File: config.mk
export PLATFORM = sky130hd
export DESIGN_NAME = dfms_filter_mode_select
export DESIGN_NICKNAME = d
export VERILOG_FILES = /design/src/dfms_pkg.sv /design/src/dfms_filter_mode_select.sv /design/src/dfms_osr_decode.sv
export VERILOG_INCLUDE_DIRS = /design/src
export SDC_FILE = /design/constraint.sdc
export NUM_CORES = 1
export LEC_CHECK = 0
export ABC_CLOCK_PERIOD_IN_PS = 6150
export BUFFER_PORTS_ARGS = -buffer_cell sky130_fd_sc_hd__buf_4
export CAP_MARGIN = 40
export CORE_ASPECT_RATIO = 1.2
export CORE_UTILIZATION = 55
export CTS_CLUSTER_DIAMETER = 120
export DETAILED_ROUTE_END_ITERATION = 16
export GPL_TIMING_DRIVEN = 0
export HOLD_SLACK_MARGIN = 0.02
export PLACE_DENSITY = 0.82
export SETUP_SLACK_MARGIN = 0.2
export SYNTH_ARGS = -nofsm -noshare
export SYNTH_HDL_FRONTEND = slang
export SYNTH_SLANG_ARGS = --single-unit
File: constraint.sdc
create_clock -name clk -period 6.15 [get_ports clk]
set_input_delay 0.9225 -clock clk [delete_from_list [all_inputs] [get_ports clk]]
set_output_delay 0.9225 -clock clk [all_outputs]
set_load 0.01 [all_outputs]
File: src/dfms_params.svh
// Register map, field positions, reset values and code ranges of the filter mode select block
`ifndef DFMS_PARAMS_SVH
`define DFMS_PARAMS_SVH

// Register indices; byte address is four times the index
`define DFMS_IDX_MODE       6'h09
`define DFMS_IDX_SECT       6'h0A
`define DFMS_IDX_CTRL       6'h20
`define DFMS_IDX_STAT       6'h21

// Reset values
`define DFMS_RST_MODE       8'h00
`define DFMS_RST_SECT       7'h01
`define DFMS_RST_SPEED      2'h2
`define DFMS_RST_CLKDIV     2'h0

// filter_mode_config fields
`define DFMS_SEL_HI         7
`define DFMS_SEL_LO         5
`define DFMS_RATIO_HI       4
`define DFMS_RATIO_LO       0

// filter_section_config fields (bit 7 reads zero)
`define DFMS_SECT_HI        6
`define DFMS_FIR2_BIT       2
`define DFMS_FIR3_BIT       1

// Control register fields
`define DFMS_RUN_BIT        0
`define DFMS_SPEED_HI       3
`define DFMS_SPEED_LO       2
`define DFMS_CLKDIV_HI      6
`define DFMS_CLKDIV_LO      5

// Status register fields
`define DFMS_ST_TYPE_LO     18
`define DFMS_ST_SINC3       20
`define DFMS_ST_PROG        21
`define DFMS_ST_RSVD        22
`define DFMS_ST_RUN         31

// Codes
`define DFMS_SPEED_MID      2'h1
`define DFMS_DIV_BY2        2'h1
`define DFMS_DIV_BY16       2'h3
`define DFMS_SEL_PRESET     3'h0
`define DFMS_SEL_PROG       3'h7
`define DFMS_SEL_SINC4      3'h0
`define DFMS_SEL_SINC3      3'h1

// Mode/ratio code ranges
`define DFMS_WB_LAST        5'h07
`define DFMS_FIXED_LAST     5'h0D
`define DFMS_ALT_FIRST      5'h0E
`define DFMS_ALT_LAST       5'h17
`define DFMS_SINC_ONLY_LAST 5'h1B

// Ratio anchors
`define DFMS_WB_BASE        18'h00020
`define DFMS_MID_FIRST      18'h000A7

`endif

File: src/dfms_pkg.sv
// Types shared by the filter mode select block
`default_nettype none
package dfms_pkg;
   typedef enum logic [1:0] {
      DFMS_WIDEBAND,
      DFMS_SINC,
      DFMS_SINC_SINC1
   } dfms_filter_t;

   typedef enum logic {
      DFMS_IDLE,
      DFMS_RUN
   } dfms_state_t;

   typedef logic [17:0] dfms_osr_t;
endpackage
`default_nettype wire

File: src/dfms_filter_mode_select.sv
// Decimation filter mode select: register slave, start-time latch and output sample timing
//
// Summary of operation
// - Stage select decoded per wideband or sinc mode
// - Wideband: 000 preset, 111 programmable coefficients
// - Sinc: 000 sinc4, 001 sinc3 first stage
// - Codes 0-7: wideband, ratio 32 to 4096
// - Each disabled FIR section halves wideband ratio
// - Output rate is modulator rate over ratio
// - Codes 8-13: sinc ratios 12 to 128
// - Codes 14-23: sinc ratios, mid-speed alternates
// - Codes 24-27: sinc only, long ratios
// - Codes 28-31: sinc plus sinc1 averaging
// - Mode register resets to zero
// - Divide by 2 or 16 forces mid-speed ratios
// - Modulator rate is half the clock
// - Speed field code 01 means mid-speed
// - Separate bits disable second and third FIR
//
// The Avalon-MM slave port was decided locally.
`default_nettype none
`include "dfms_params.svh"
module dfms_filter_mode_select (
   input  wire logic                   clk,
   input  wire logic                   rst,
   input  wire logic [7:0]             avs_address,
   input  wire logic                   avs_read,
   input  wire logic                   avs_write,
   input  wire logic [31:0]            avs_writedata,
   input  wire logic [3:0]             avs_byteenable,
   output logic [31:0]                 avs_readdata,
   output logic                        avs_waitrequest,
   output logic                        sampleStrobe,
   output logic                        running,
   output var  dfms_pkg::dfms_osr_t    activeOsr,
   output var  dfms_pkg::dfms_filter_t activeType,
   output logic                        activeSinc3,
   output logic                        activeProgCoef
);

   // Register storage
   logic [7:0]                filterModeConfig_ff;
   logic [6:0]                filterSectionConfig_ff;
   logic [1:0]                speedMode_ff;
   logic [1:0]                clockDivider_ff;

   // Bus handshake
   logic                      waitRequest_ff;
   logic [31:0]               readData_ff;
   logic [31:0]               nxt_readData;
   logic                      accessFire;
   logic                      writeFire;

   // Start / stop
   logic                      startReq_ff;
   logic                      stopWrite;
   logic                      startWrite;
   dfms_pkg::dfms_state_t     state_ff;
   dfms_pkg::dfms_state_t     nxt_state;

   // Pending decode, from the registers as they stand now
   dfms_pkg::dfms_osr_t       pendOsr;
   dfms_pkg::dfms_filter_t    pendType;
   logic                      pendSinc3;
   logic                      pendProgCoef;
   logic                      pendSelReserved;
   logic                      midAlt;

   // Active configuration, frozen between start writes, even while converting
   dfms_pkg::dfms_osr_t       activeOsr_ff;
   dfms_pkg::dfms_filter_t    activeType_ff;
   logic                      activeSinc3_ff;
   logic                      activeProgCoef_ff;

   // Output timing
   logic                      modPhase_ff;
   logic                      modTick;
   dfms_pkg::dfms_osr_t       ratioCnt_ff;
   logic                      sampleStrobe_ff;

   // Byte address of a register from its index
   function automatic logic regHit(input logic [7:0] addr, input logic [5:0] idx);
      regHit = addr == {idx, 2'b00};
   endfunction

   //------------------------------------------------------------
   // Mid-speed alternates: chosen by speed field or by clock divider
   //------------------------------------------------------------
   assign midAlt = (speedMode_ff == `DFMS_SPEED_MID)
                 || (clockDivider_ff == `DFMS_DIV_BY2)
                 || (clockDivider_ff == `DFMS_DIV_BY16);

   dfms_osr_decode u_decode (
      .filterModeRatio   (filterModeConfig_ff[`DFMS_RATIO_HI:`DFMS_RATIO_LO]),
      .filterStageSelect (filterModeConfig_ff[`DFMS_SEL_HI:`DFMS_SEL_LO]),
      .secondFirDisable  (filterSectionConfig_ff[`DFMS_FIR2_BIT]),
      .thirdFirDisable   (filterSectionConfig_ff[`DFMS_FIR3_BIT]),
      .midAlt            (midAlt),
      .oversamplingRatio (pendOsr),
      .filterType        (pendType),
      .sinc3Stage        (pendSinc3),
      .progCoef          (pendProgCoef),
      .selReserved       (pendSelReserved)
   );

   //------------------------------------------------------------
   // Avalon-MM slave: one wait cycle, then the access completes
   //------------------------------------------------------------
   assign accessFire = (avs_read || avs_write) && !waitRequest_ff;
   assign writeFire = avs_write && !waitRequest_ff && avs_byteenable[0];

   // Drop waitrequest for exactly one cycle per access
   always_ff @(posedge clk) begin
      if (rst) begin
         waitRequest_ff <= 1'b1;
      end else if ((avs_read || avs_write) && waitRequest_ff) begin
         waitRequest_ff <= 1'b0;
      end else begin
         waitRequest_ff <= 1'b1;
      end
   end

   always_comb begin
      nxt_readData = 32'h00000000;
      if (regHit(avs_address, `DFMS_IDX_MODE)) begin
         nxt_readData[7:0] = filterModeConfig_ff;
      end else if (regHit(avs_address, `DFMS_IDX_SECT)) begin
         nxt_readData[`DFMS_SECT_HI:0] = filterSectionConfig_ff;
      end else if (regHit(avs_address, `DFMS_IDX_CTRL)) begin
         nxt_readData[`DFMS_RUN_BIT] = state_ff == dfms_pkg::DFMS_RUN;
         nxt_readData[`DFMS_SPEED_HI:`DFMS_SPEED_LO] = speedMode_ff;
         nxt_readData[`DFMS_CLKDIV_HI:`DFMS_CLKDIV_LO] = clockDivider_ff;
      end else if (regHit(avs_address, `DFMS_IDX_STAT)) begin
         nxt_readData[17:0] = activeOsr_ff;
         nxt_readData[`DFMS_ST_TYPE_LO+1:`DFMS_ST_TYPE_LO] = activeType_ff;
         nxt_readData[`DFMS_ST_SINC3] = activeSinc3_ff;
         nxt_readData[`DFMS_ST_PROG] = activeProgCoef_ff;
         // Flags a reserved stage code sitting in the pending setup
         nxt_readData[`DFMS_ST_RSVD] = pendSelReserved;
         nxt_readData[`DFMS_ST_RUN] = state_ff == dfms_pkg::DFMS_RUN;
      end
   end

   // Data is captured when waitrequest drops and held until the next read
   always_ff @(posedge clk) begin
      if (rst) begin
         readData_ff <= 32'h00000000;
      end else if (avs_read && waitRequest_ff) begin
         readData_ff <= nxt_readData;
      end
   end

   //------------------------------------------------------------
   // Register writes; unmapped addresses are ignored
   //------------------------------------------------------------
   always_ff @(posedge clk) begin
      if (rst) begin
         filterModeConfig_ff <= `DFMS_RST_MODE;
      end else if (writeFire && regHit(avs_address, `DFMS_IDX_MODE)) begin
         filterModeConfig_ff <= avs_writedata[7:0];
      end
   end

   always_ff @(posedge clk) begin
      if (rst) begin
         filterSectionConfig_ff <= `DFMS_RST_SECT;
      end else if (writeFire && regHit(avs_address, `DFMS_IDX_SECT)) begin
         filterSectionConfig_ff <= avs_writedata[`DFMS_SECT_HI:0];
      end
   end

   always_ff @(posedge clk) begin
      if (rst) begin
         speedMode_ff <= `DFMS_RST_SPEED;
         clockDivider_ff <= `DFMS_RST_CLKDIV;
      end else if (writeFire && regHit(avs_address, `DFMS_IDX_CTRL)) begin
         speedMode_ff <= avs_writedata[`DFMS_SPEED_HI:`DFMS_SPEED_LO];
         clockDivider_ff <= avs_writedata[`DFMS_CLKDIV_HI:`DFMS_CLKDIV_LO];
      end
   end

   //------------------------------------------------------------
   // Start and stop of conversions
   //------------------------------------------------------------
   assign startWrite = writeFire && regHit(avs_address, `DFMS_IDX_CTRL) && avs_writedata[`DFMS_RUN_BIT];
   assign stopWrite = writeFire && regHit(avs_address, `DFMS_IDX_CTRL) && !avs_writedata[`DFMS_RUN_BIT];

   // Start is deferred one cycle so a speed or divider change in the same write is seen
   always_ff @(posedge clk) begin
      if (rst) begin
         startReq_ff <= 1'b0;
      end else begin
         startReq_ff <= startWrite;
      end
   end

   always_comb begin
      nxt_state = state_ff;
      case (state_ff)
         dfms_pkg::DFMS_IDLE: begin
            if (startReq_ff) begin
               nxt_state = dfms_pkg::DFMS_RUN;
            end
         end
         dfms_pkg::DFMS_RUN: begin
            if (stopWrite) begin
               nxt_state = dfms_pkg::DFMS_IDLE;
            end
         end
         default: begin
            nxt_state = dfms_pkg::DFMS_IDLE;
         end
      endcase
   end

   always_ff @(posedge clk) begin
      if (rst) begin
         state_ff <= dfms_pkg::DFMS_IDLE;
      end else begin
         state_ff <= nxt_state;
      end
   end

   // Configuration is frozen at start so no sample mixes two setups
   always_ff @(posedge clk) begin
      if (rst) begin
         activeOsr_ff <= `DFMS_WB_BASE;
         activeType_ff <= dfms_pkg::DFMS_WIDEBAND;
         activeSinc3_ff <= 1'b0;
         activeProgCoef_ff <= 1'b0;
      end else if (startReq_ff) begin
         activeOsr_ff <= pendOsr;
         activeType_ff <= pendType;
         activeSinc3_ff <= pendSinc3;
         activeProgCoef_ff <= pendProgCoef;
      end
   end

   //------------------------------------------------------------
   // Modulator tick at half the clock, sample every ratio ticks
   //------------------------------------------------------------
   always_ff @(posedge clk) begin
      if (rst) begin
         modPhase_ff <= 1'b0;
      end else if (startReq_ff || state_ff != dfms_pkg::DFMS_RUN) begin
         modPhase_ff <= 1'b0;
      end else begin
         modPhase_ff <= ~modPhase_ff;
      end
   end

   assign modTick = modPhase_ff && (state_ff == dfms_pkg::DFMS_RUN) && !startReq_ff;

   // A restart clears the count so the first sample is a full ratio away
   always_ff @(posedge clk) begin
      if (rst) begin
         ratioCnt_ff <= 18'h00000;
      end else if (startReq_ff || state_ff != dfms_pkg::DFMS_RUN) begin
         ratioCnt_ff <= 18'h00000;
      end else if (modTick) begin
         if (ratioCnt_ff == activeOsr_ff - 18'h00001) begin
            ratioCnt_ff <= 18'h00000;
         end else begin
            ratioCnt_ff <= ratioCnt_ff + 18'h00001;
         end
      end
   end

   always_ff @(posedge clk) begin
      if (rst) begin
         sampleStrobe_ff <= 1'b0;
      end else begin
         sampleStrobe_ff <= modTick && (ratioCnt_ff == activeOsr_ff - 18'h00001);
      end
   end

   //------------------------------------------------------------
   // Outputs, all from flip-flops
   //------------------------------------------------------------
   assign avs_readdata = readData_ff;
   assign avs_waitrequest = waitRequest_ff;
   assign sampleStrobe = sampleStrobe_ff;
   assign running = state_ff == dfms_pkg::DFMS_RUN;
   assign activeOsr = activeOsr_ff;
   assign activeType = activeType_ff;
   assign activeSinc3 = activeSinc3_ff;
   assign activeProgCoef = activeProgCoef_ff;

endmodule
`default_nettype wire

File: src/dfms_osr_decode.sv
// Decode of filter type and effective oversampling ratio from the configuration fields
`default_nettype none
`include "dfms_params.svh"
module dfms_osr_decode (
   input  wire logic [4:0]            filterModeRatio,
   input  wire logic [2:0]            filterStageSelect,
   input  wire logic                  secondFirDisable,
   input  wire logic                  thirdFirDisable,
   input  wire logic                  midAlt,
   output var  dfms_pkg::dfms_osr_t   oversamplingRatio,
   output var  dfms_pkg::dfms_filter_t filterType,
   output logic                       sinc3Stage,
   output logic                       progCoef,
   output logic                       selReserved
);

   logic [3:0] altIdx;
   logic [1:0] cutShift;

   function automatic dfms_pkg::dfms_osr_t fixedRatio(input logic [2:0] idx);
      case (idx)
         3'h0:    fixedRatio = 18'h0000C;
         3'h1:    fixedRatio = 18'h00010;
         3'h2:    fixedRatio = 18'h00018;
         3'h3:    fixedRatio = 18'h00020;
         3'h4:    fixedRatio = 18'h00040;
         default: fixedRatio = 18'h00080;
      endcase
   endfunction

   function automatic dfms_pkg::dfms_osr_t normRatio(input logic [3:0] idx);
      case (idx)
         4'h0:    normRatio = 18'h00100;
         4'h1:    normRatio = 18'h0014D;
         4'h2:    normRatio = 18'h00200;
         4'h3:    normRatio = 18'h0029B;
         4'h4:    normRatio = 18'h00400;
         4'h5:    normRatio = 18'h00535;
         4'h6:    normRatio = 18'h00800;
         4'h7:    normRatio = 18'h00A6B;
         4'h8:    normRatio = 18'h01000;
         default: normRatio = 18'h014D5;
      endcase
   endfunction

   // The averaging stage shifts only the first entry of the long-ratio group
   function automatic dfms_pkg::dfms_osr_t longRatio(input logic [1:0] idx, input logic mid, input logic avg);
      case (idx)
         2'h0:    longRatio = mid ? (avg ? 18'h03416 : 18'h03415) : (avg ? 18'h06820 : 18'h0682B);
         2'h1:    longRatio = mid ? 18'h03E80 : 18'h07D00;
         2'h2:    longRatio = mid ? 18'h0BB80 : 18'h17700;
         default: longRatio = mid ? 18'h13880 : 18'h27100;
      endcase
   endfunction

   assign altIdx = 4'(filterModeRatio - `DFMS_ALT_FIRST);
   // Halve once per disabled FIR section
   assign cutShift = {secondFirDisable & thirdFirDisable, secondFirDisable ^ thirdFirDisable};

   always_comb begin
      oversamplingRatio = `DFMS_WB_BASE;
      filterType = dfms_pkg::DFMS_WIDEBAND;
      sinc3Stage = 1'b0;
      progCoef = 1'b0;
      selReserved = 1'b0;
      // Stage select means different things per filter family
      if (filterModeRatio <= `DFMS_WB_LAST) begin
         oversamplingRatio = (`DFMS_WB_BASE << filterModeRatio[2:0]) >> cutShift;
         progCoef = filterStageSelect == `DFMS_SEL_PROG;
         selReserved = !(filterStageSelect == `DFMS_SEL_PRESET || filterStageSelect == `DFMS_SEL_PROG);
      end else begin
         filterType = (filterModeRatio > `DFMS_SINC_ONLY_LAST) ? dfms_pkg::DFMS_SINC_SINC1 : dfms_pkg::DFMS_SINC;
         sinc3Stage = filterStageSelect == `DFMS_SEL_SINC3;
         selReserved = !(filterStageSelect == `DFMS_SEL_SINC4 || filterStageSelect == `DFMS_SEL_SINC3);
         if (filterModeRatio <= `DFMS_FIXED_LAST) begin
            oversamplingRatio = fixedRatio(filterModeRatio[2:0]);
         end else if (filterModeRatio <= `DFMS_ALT_LAST) begin
            // Mid-speed table is the normal one moved down by one entry
            if (midAlt) begin
               oversamplingRatio = (altIdx == 4'h0) ? `DFMS_MID_FIRST : normRatio(altIdx - 4'h1);
            end else begin
               oversamplingRatio = normRatio(altIdx);
            end
         end else begin
            oversamplingRatio = longRatio(filterModeRatio[1:0], midAlt, filterModeRatio[2]);
         end
      end
   end

endmodule
`default_nettype wire

* After elaboration in Yosys (flattened, before gate mapping)
Memories as Yosys holds them, arrays and structs flattened. Index checks and enable logic that the tools add are counted.
Word-level totals: bits in registers 88, ROM bits 416, input port bits 48, output and inout bits 57, word-level logic and storage cells 113, memories 2
Operators by class: add/subtract/negate cells 4, magnitude comparators 4, eq/ne operators 16, shift-type cells 2, multiplexer cells 38, bitwise logic cells 4, reduce and logical (&&, ||, !) cells 28
Memories:
- (name not given) | depth 16, bits a word 13, rd ports 1, clocked after Yosys merged registers in 0, write ports 0, RTL line dfms_osr_decode.sv:32 | case (idx)
- (name not given) | depth 16, bits a word 13, rd ports 1, clocked after Yosys merged registers in 0, write ports 0, RTL line dfms_osr_decode.sv:32
Operators with widths (count):
- $mux 18 | 8
- $pmux 18 s3 | 1
- $pmux 8 s5 | 1
- $mux 16 | 2
- $mux 15 | 2
- $mux 23 | 1
- $add 18x1->18 const B | 1
- $eq 18x18->1 | 1
- $shl 6x3->18 const A | 1
- $shr 18x2->18 | 1
- $sub 18x1->18 const B | 1
- $mux 17 | 1
- $eq 8x6->1 const B | 2
- $eq 8x8->1 const B | 2
- $mux 1 | 13
- $logic_and 1x1->1 | 12
- $mux 2 | 5
- $mux 8 | 1
- $mux 7 | 1
- $eq 2x1->1 const B | 3
- $eq 3x1->1 const B | 2
- $eq 3x2->1 const B | 2
- $eq 3x3->1 const B | 2
- $logic_not 3->1 | 2
- other kinds (17) | 28

* Logic depth before layout (Yosys ltp)
Gate-level depths: netlist of the first run.
word-level depth 8, depth in mapped cells 11, mapped depth without buffers 9

* Cells and area by module
A second synthesis of the first run with hierarchy kept.
Second synthesis, totals: cells, all modules 699, area, all modules 5660.4 µm²
By module, submodules not included:
- dfms_filter_mode_select | instances 1, cells each 484, area an instance 4312.9 µm², sequential area each 1761.7 µm²
- dfms_osr_decode | instances 1, cells each 215, area an instance 1347.5 µm², sequential area each 0.0 µm²

* Worst setup path before layout of the first run
No wires, ideal clock.
kind input to register, start point input avs_address[1], end point register filterModeConfig_ff[1], library setup time 0.128 ns, data arrival time 2.697 ns, required time 6.022 ns, slack 3.325 ns, stages 7, buffers on the path 1, cells stage by stage nor4_1 -> nand3b_1 -> nor3b_1 -> nand4b_1 -> clkbuf_1 -> mux2i_1 -> nor2_1
On the way: cells in the longest elaborated chain, start to end 2
Ends and longest elaborated chain:
- from (decl) | RTL line dfms_filter_mode_select.sv:26 | input wire logic [7:0] avs_address,
- $eq 8x6->1 | RTL line dfms_filter_mode_select.sv:83 | regHit = addr == {idx, 2'b00};
- $logic_and 1x1->1 | RTL line dfms_filter_mode_select.sv:159 | end else if (writeFire && regHit(avs_address, `DFMS_IDX_MODE)) begin
- to (signal assigned) | RTL line dfms_filter_mode_select.sv:158 | filterModeConfig_ff <= `DFMS_RST_MODE;
- to (signal assigned) | RTL line dfms_filter_mode_select.sv:160 | filterModeConfig_ff <= avs_writedata[7:0];
- to (decl) | RTL line dfms_filter_mode_select.sv:42 | logic [7:0] filterModeConfig_ff;
No other way between the ends. A chain may end at the register's enable or synchronous reset.

* Final worst setup path of the first run
start point register activeOsr_ff[0] (netlist: activeOsr[0]), end point register ratioCnt_ff[15]
On the way: cells in the longest elaborated chain, start to end 3
Ends and longest elaborated chain:
- from (decl) | RTL line dfms_filter_mode_select.sv:70 | dfms_pkg::dfms_osr_t activeOsr_ff;
- from (signal assigned) | RTL line dfms_filter_mode_select.sv:227 | activeOsr_ff <= `DFMS_WB_BASE;
- from (signal assigned) | RTL line dfms_filter_mode_select.sv:232 | activeOsr_ff <= pendOsr;
- $sub 18x1->18 | RTL line dfms_filter_mode_select.sv:261 | if (ratioCnt_ff == activeOsr_ff - 18'h00001) begin
- $eq 18x18->1 | RTL line dfms_filter_mode_select.sv:261
- $mux 18 | RTL line dfms_filter_mode_select.sv:261
- to (signal assigned) | RTL line dfms_filter_mode_select.sv:264 | ratioCnt_ff <= ratioCnt_ff + 18'h00001;
- to (decl) | RTL line dfms_filter_mode_select.sv:78 | dfms_pkg::dfms_osr_t ratioCnt_ff;
No other way between the ends.

==> flow_metrics.py, run 1 <==
metrics = {
    "timing": {
        "fin_crit_sh_pct": 55.27,
        "hold_violations": 0,
        "worstMarginPinSlew_ps": 759.8,
        "relSlewSlack_pct": 49.07,
        "fin_crit_ps": 3399,
        "finalMaxSlewViolations": 0,
        "finClkSkew_ps": 7.676,
        "rsz0062_at_grt": "false",
        "setup_viol": 0,
        "final.setup.tns_ps": 0,
        "fin_ws_ps": 2751,
        "max_freq_mhz": 294.2,
    },
    "pwr": {
        "total_power_mw": 1.180,
        "p_leak_nw": 2.534,
        "vdd_drop_max_uv": 172.6,
        "powerDensity_nw_per_um2": 183.3,
    },
    "route": {
        "vias": 5570,
        "routed_wl_mm": 17.33,
        "wl_per_cell_microns": 19.53,
        "viasPerCell": 6.280,
        "route.detailed.drc": 0,
        "drt_iter0_drc": 534,
        "drt_pre_antenna_iters": 5,
        "drtAntennaViolNets": 0,
    },
    "place": {
        "place_ws_ps": 2832,
        "port_buffers": 69,
        "dp_hpwl_mm": 13.10,
        "place_congestion": 0.9593,
    },
    "global_routing": {
        "track_usage_pct": 34.40,
        "grt_pass1_wl_mm": 27.71,
        "grt_max_degree": 19,
        "grt_pass1_vias": 5428,
        "antenna_found_initial": 0,
        "grt_overflow_total": 0,
    },
    "cells_and_area": {
        "multi_input_area_sq_um": 3341,
        "area_delta_synth_final_pct": 18.35,
        "n_fill_cell": 845,
        "drive_above_1_share_pct": 15.84,
        "ff_latch_area_sq_um": 1762,
        "diodes": 0,
        "final_nets": 824,
    },
    "clock_network": {
        "postCtsSetupRepairBufs": 0,
        "root_buffer": "clkbuf_16",
        "ctsResizeCount": 0,
        "cts_buffers": 9,
        "clkSinkCount": 88,
        "cts.reportedPaths.clkPinSlew_ps": 70,
        "hold_buffers": 0,
        "clk-insertion-delay-late_ps": 350,
        "clockBufferDepth": 2,
        "cts_tree": "yes",
        "cts_max_level": 3,
    },
    "yosys": {
        "muxShareOfSynthArea_pct": 5.796,
        "synth_seq_cells": 88,
        "synth_area_sq_um": 5440,
        "synth_compound_area_share_pct": 19.62,
        "synthSimpleGateAreaFrac_pct": 24.93,
        "syn_inst": 671,
        "synth_edf_count": 0,
        "ys_async_sr_fraction_pct": 0,
        "yosysSeqAreaShare_pct": 32.38,
        "synth_top_family_by_area": "simple AND/OR/NAND/NOR gates",
        "yosys_warnings": 0,
        "synth-main-ff-cell": "dfxtp_1",
        "synth.distinct_cells": 72,
        "yosys.area.top_type": "dfxtp_1",
        "synth_top_area_share_pct": 32.38,
        "yosys-top-cells-count": "nor2_1 (89), dfxtp_1 (88), clkbuf_1 (43), nor3_1 (41), nand2_1 (35)",
        "syn_avg_cell_area_sq_um": 8.108,
        "synth_area_leaders": "dfxtp_1 (32%), nor2_1 (6.1%), mux2i_1 (5.0%)",
        "synth-adder-area-share_pct": 3.910,
        "synthXorXnorAreaFrac_pct": 6.601,
        "yosysMostFrequentCell": "nor2_1",
    },
    "floorplanning": {
        "die_h_microns": 110.9,
        "io_pins": 105,
        "initial_core_util_pct": 56.88,
        "fp.dieW_microns": 92.79,
        "dieArea_sq_um": 10290,
        "core_sq_um": 9564,
        "fp-row-count": 39,
    },
    "worst_setup_path": {
        "cp_max_fo": 10,
        "worst-setup-path-type": "reg2reg",
        "critPathArrivalTime_ps": 3610,
        "end_kind": "flip-flop",
        "cp-start-kind": "flip-flop",
        "required_ps": 6370,
    },
    "worst_hold_path": {
        "hold_path.class": "reg2reg",
    },
    "flow_run": {
        "cap_violations": 0,
    },
    "outcome": {
        "status": "finished clean",
    },
}
==> cell usage in the layout (no fill, tap or decap), types with 5 or more instances in the layout <==
master / Yosys / layout
a2111oi_0: 5 / 5
a211oi_1: 15 / 15
a21o_1: 6 / 6
a21oi_1: 29 / 29
a22oi_1: 15 / 15
a31oi_1: 5 / 5
and3_1: 8 / 8
buf_4: 10 / 79
clkbuf_1: 43 / 43
clkbuf_16: 0 / 9
conb_1: 1 / 8
dfxtp_1: 88 / 88
ha_1: 17 / 17
inv_1: 22 / 22
mux2i_1: 27 / 27
nand2_1: 35 / 35
nand2b_1: 8 / 8
nand3_1: 22 / 22
nand3b_1: 5 / 5
nand4_1: 9 / 9
nand4b_1: 6 / 6
nor2_1: 89 / 89
nor3_1: 41 / 41
nor4_1: 6 / 6
o211ai_1: 5 / 5
o21ai_0: 23 / 23
xnor2_1: 22 / 22
xor2_1: 19 / 19
==> power by group <==
group | internal, mW | leakage [nW] | total (mW) | switching [mW]
Clock | 0.288 | 0.144 | 0.551 | 0.264
Combinational | 0.0228 | 1.68 | 0.0535 | 0.0307
Sequential | 0.573 | 0.710 | 0.576 | 0.00257
==> through the flow <==
step	util, %	instances	hold slack (ps)	instance area [sq um]
2_1_floorplan	-	678	459.3	5466
4_1_cts	67.32	887	469.5	6439
3_3_place_gp	64.18	870	436.0	6138
6_report	67.32	887	472.4	6439
3_5_place_dp	64.23	871	451.8	6143
5_1_grt	67.32	887	507.2	6439
==> per-layer routing <==
metal | track usage (%) | routed length [microns] | vias up
met1 | 41.06 | 7051 | 2665
met2 | 59.71 | 8670 | 239
met4 | 16.82 | 707 | 0
met5 | 0 | 0 | -
met3 | 4.664 | 895 | 56
li1 | - | - | 2610
==> path summary, 6_finish.rpt <==
path	startpoint	endpoint	slack, ps	cells after the start
setup reg to reg	activeOsr[0]	ratioCnt_ff[15]	2750	11
hold / removal	avs_waitrequest	avs_waitrequest	470	1
hold reg to reg	avs_waitrequest	avs_waitrequest	470	1
setup / recovery	activeOsr[0]	ratioCnt_ff[15]	2750	11
==> flip-flops by register name, indices dropped and copies added, names as in the netlist, 2 cells and up <==
register and flops:
ratioCnt_ff 18, activeOsr 18, filterSectionConfig_ff 7, filterModeConfig_ff 8, clockDivider_ff 2, activeType 2
avs_readdata 24, speedMode_ff 2
==> worst max-delay path: stages (launching register included) <==
cell,delay (ps)
dfxtp_1,310
clkbuf_1,250
inv_1,120
ha_1,230
nor4b_2,490
nand4_1,210
nor3_1,220
xnor2_1,220
or3b_4,450
nor4b_4,460
buf_6,220
nor3_1,60
==> cells by family after synthesis <==
family | after synthesis
multiplexers | 31
AND/OR/NAND/NOR | 260
buffers and inverters | 81
other | 1
XOR/XNOR | 41
flip-flops | 88
AO/OA/AOI/OAI | 152
adder cells (fa/ha/maj) | 17
==> cell type report <==
| type | instances | area share [%] |
|---|---|---|
| clock buffer | 9 | 3.498 |
| clock inverter | 7 | 1.088 |
| tap | 123 | 2.390 |
| timing repair buffer | 70 | 8.123 |
| buffer | 58 | 4.314 |
| multi-input combinational | 509 | 51.88 |
| inverter | 23 | 1.341 |
| sequential | 88 | 27.36 |
Power figures use the tool's default switching activity.
==> inputs of run 2 (changes only) <==
--- a/config.mk
+++ b/config.mk
@@ -6,16 +6,16 @@
 export SDC_FILE = /design/constraint.sdc
 export NUM_CORES = 1
 export LEC_CHECK = 0
-export ABC_CLOCK_PERIOD_IN_PS = 6150
+export ABC_CLOCK_PERIOD_IN_PS = 3100
 export BUFFER_PORTS_ARGS = -buffer_cell sky130_fd_sc_hd__buf_4
 export CAP_MARGIN = 40
 export CORE_ASPECT_RATIO = 1.2
-export CORE_UTILIZATION = 55
+export CORE_UTILIZATION = 51
 export CTS_CLUSTER_DIAMETER = 120
 export DETAILED_ROUTE_END_ITERATION = 16
 export GPL_TIMING_DRIVEN = 0
 export HOLD_SLACK_MARGIN = 0.02
-export PLACE_DENSITY = 0.82
+export PLACE_DENSITY = 0.8
 export SETUP_SLACK_MARGIN = 0.2
 export SYNTH_ARGS = -nofsm -noshare
 export SYNTH_HDL_FRONTEND = slang
==> constraint.sdc (replaced) <==
create_clock -name clk -period 3.1 [get_ports clk]
set_input_delay 0.465 -clock clk [delete_from_list [all_inputs] [get_ports clk]]
set_output_delay 0.465 -clock clk [all_outputs]
set_load 0.01 [all_outputs]
==> run 2 against run 1 <==
Net effect:
- cell area grew 2.5%
- largest power group is now the clock network
- combinational power grew 96%
- flip-flop and latch count is the same
- largest cell class unchanged
- routed wire length grew 5.7%
- clock power grew 110%
- cell count grew 0.90%
- worst hold slack lost 140 ps
==> flow_metrics.py, run 2 (synthesis gave the netlist of run 1 again) <==
metrics = {
    "flow_run": {
        "cap_violations": 0,
    },
    "floorplanning": {
        "io_pins": 105,
        "initial_core_util_pct": 53.28,
        "die_h_microns": 115.1,
        "core_sq_um": 10210,
        "fp-row-count": 40,
        "fp.dieW_microns": 96.28,
        "dieArea_sq_um": 11090,
    },
    "timing": {
        "fin_ws_ps": 232.4,
        "worstMarginPinSlew_ps": 819.7,
        "worst_hold_slack_ps": 333.0,
        "rsz0062_at_grt": "true",
        "finClkSkew_ps": 5.829,
        "relSlewSlack_pct": 44.78,
        "fin_crit_sh_pct": 92.50,
        "fin_crit_ps": 2868,
        "final.setup.tns_ps": 0,
        "finalMaxSlewViolations": 0,
        "hold_violations": 0,
        "max_freq_mhz": 348.7,
        "setup_viol": 0,
    },
    "cells_and_area": {
        "largest_reg_flops": 24,
        "diodes": 0,
        "final_common_cell": "nor2_1",
        "area_delta_synth_final_pct": 21.32,
        "n_fill_cell": 904,
        "multi_input_area_sq_um": 3408,
        "drive_above_1_share_pct": 18.47,
        "final_nets": 830,
        "ff_latch_area_sq_um": 1765,
        "final_cell_mix": "nor2_1 (89), dfxtp_1 (85), buf_4 (84), clkbuf_1 (39), nor3_1 (38)",
    },
    "pwr": {
        "p_comb_share_pct": 4.4,
        "seqPwrFrac_pct": 47.2,
        "powerDensity_nw_per_um2": 367.0,
        "clockPowerShare_pct": 48.5,
        "vdd_drop_max_uv": 287.7,
        "power.switching_mw": 0.5324,
        "p_leak_nw": 2.617,
        "internal_power_mw": 1.890,
        "total_power_mw": 2.422,
        "switching_share_pct": 21.98,
    },
    "worst_hold_path": {
        "min_to": "avs_waitrequest",
        "hold_path.class": "in2reg",
        "min_from": "avs_write",
        "hold_path_depth": 2,
    },
    "worst_setup_path": {
        "worst-setup-path-type": "reg2reg",
        "r2r_end": "activeOsr[5]",
        "r2r_slack_ps": 230,
        "critPathArrivalTime_ps": 3140,
        "end_kind": "flip-flop",
        "cp-start-kind": "flip-flop",
        "required_ps": 3370,
        "cp_max_fo": 12,
        "reg2reg_depth": 9,
        "rr_startpoint": "filterModeConfig_ff[1]",
    },
    "clock_network": {
        "clk-insertion-delay-late_ps": 340,
        "root_buffer": "clkbuf_16",
        "cts.reportedPaths.clkPinSlew_ps": 60,
        "clkSinkCount": 88,
        "hold_buffers": 0,
        "cts_tree": "yes",
        "cts_max_level": 3,
        "cts_buffers": 9,
        "clockBufferDepth": 2,
    },
    "global_routing": {
        "track_usage_pct": 34.10,
        "grt_pass1_vias": 5384,
        "grt_max_degree": 16,
        "grt_overflow_total": 0,
        "antenna_found_initial": 0,
        "grt_pass1_wl_mm": 28.37,
    },
    "route": {
        "routed-wl-met2_mm": 9.234,
        "drtAntennaViolNets": 0,
        "route.detailed.drc": 0,
        "viasPerCell": 6.248,
        "routed_wl_mm": 18.32,
        "wl_met3_mm": 1.150,
        "wl_met1_mm": 7.277,
        "vias": 5592,
        "drt_iter0_drc": 397,
        "highest_layer": "met4",
        "drt_pre_antenna_iters": 5,
        "wl_per_cell_microns": 20.47,
    },
    "place": {
        "dp_hpwl_mm": 13.63,
        "place_ws_ps": -338.8,
        "place_congestion": 0.9740,
        "port_buffers": 69,
    },
    "outcome": {
        "status": "finished clean",
    },
}
-- run 2: through the flow --
stage	instance area (sq um)	util (%)	std cells
detailed placement	6147	60.21	874
global route	6600	64.64	895
finish	6600	64.64	895
floorplan	5466	-	678
global placement	6142	60.16	873
CTS	6514	63.80	891
-- run 2: cell type report --
class                   count  share of cell area [%]
plain buffers              58                   4.417
clock buffers               9                   3.412
clock inverters             6                   1.422
inverters                  23                   1.308
multi-input cells         509                   51.64
flip-flops and latches     88                   26.75
well taps                 126                   2.389
repair buffers             76                   8.664
-- run 2: worst max path at each step --
stage                                       from  slack, ps              end
final                     filterModeConfig_ff[1]        230     activeOsr[5]
after global routing      filterModeConfig_ff[1]        190     activeOsr[6]
after CTS                           activeOsr[0]        220   ratioCnt_ff[0]
after detailed placement            activeOsr[0]       -340  ratioCnt_ff[15]
after global placement              activeOsr[0]       -360  ratioCnt_ff[17]
after floorplan                     activeOsr[0]        350  ratioCnt_ff[10]
-- run 2: power groups by stage --
stage | Combinational [mW] | Clock [mW] | Sequential, mW
detailed placement | 0.104 | 0 | 1.17
CTS | 0.105 | 1.18 | 1.14
global route | 0.115 | 1.23 | 1.14
global placement | 0.103 | 0 | 1.17
floorplan | 0.0492 | 0 | 1.17
finish | 0.105 | 1.17 | 1.14
-- run 2: timing repair --
item / CTS / global route
gates cloned: 0 / 1
resized for setup: 10 / 18
setup buffers: 2 / 3
pin swaps: 1 / 7
endpoints found under the setup margin: 29 / 23
-- run 2: routing by layer --
layer / GRT usage (%) / up-vias
met5: 0 / -
met4: 15.72 / 0
met3: 7.143 / 53
met2: 59.01 / 230
met1: 39.76 / 2693
li1: - / 2616
-- run 2: critical path, stage by stage (launching register included) --
cell,delay [ps]
dfxtp_2,480
inv_1,200
ha_1,400
ha_1,380
o22ai_1,200
nor2_1,50
a2111oi_0,400
a211oi_1,150
o311a_1,360
o21ai_0,160
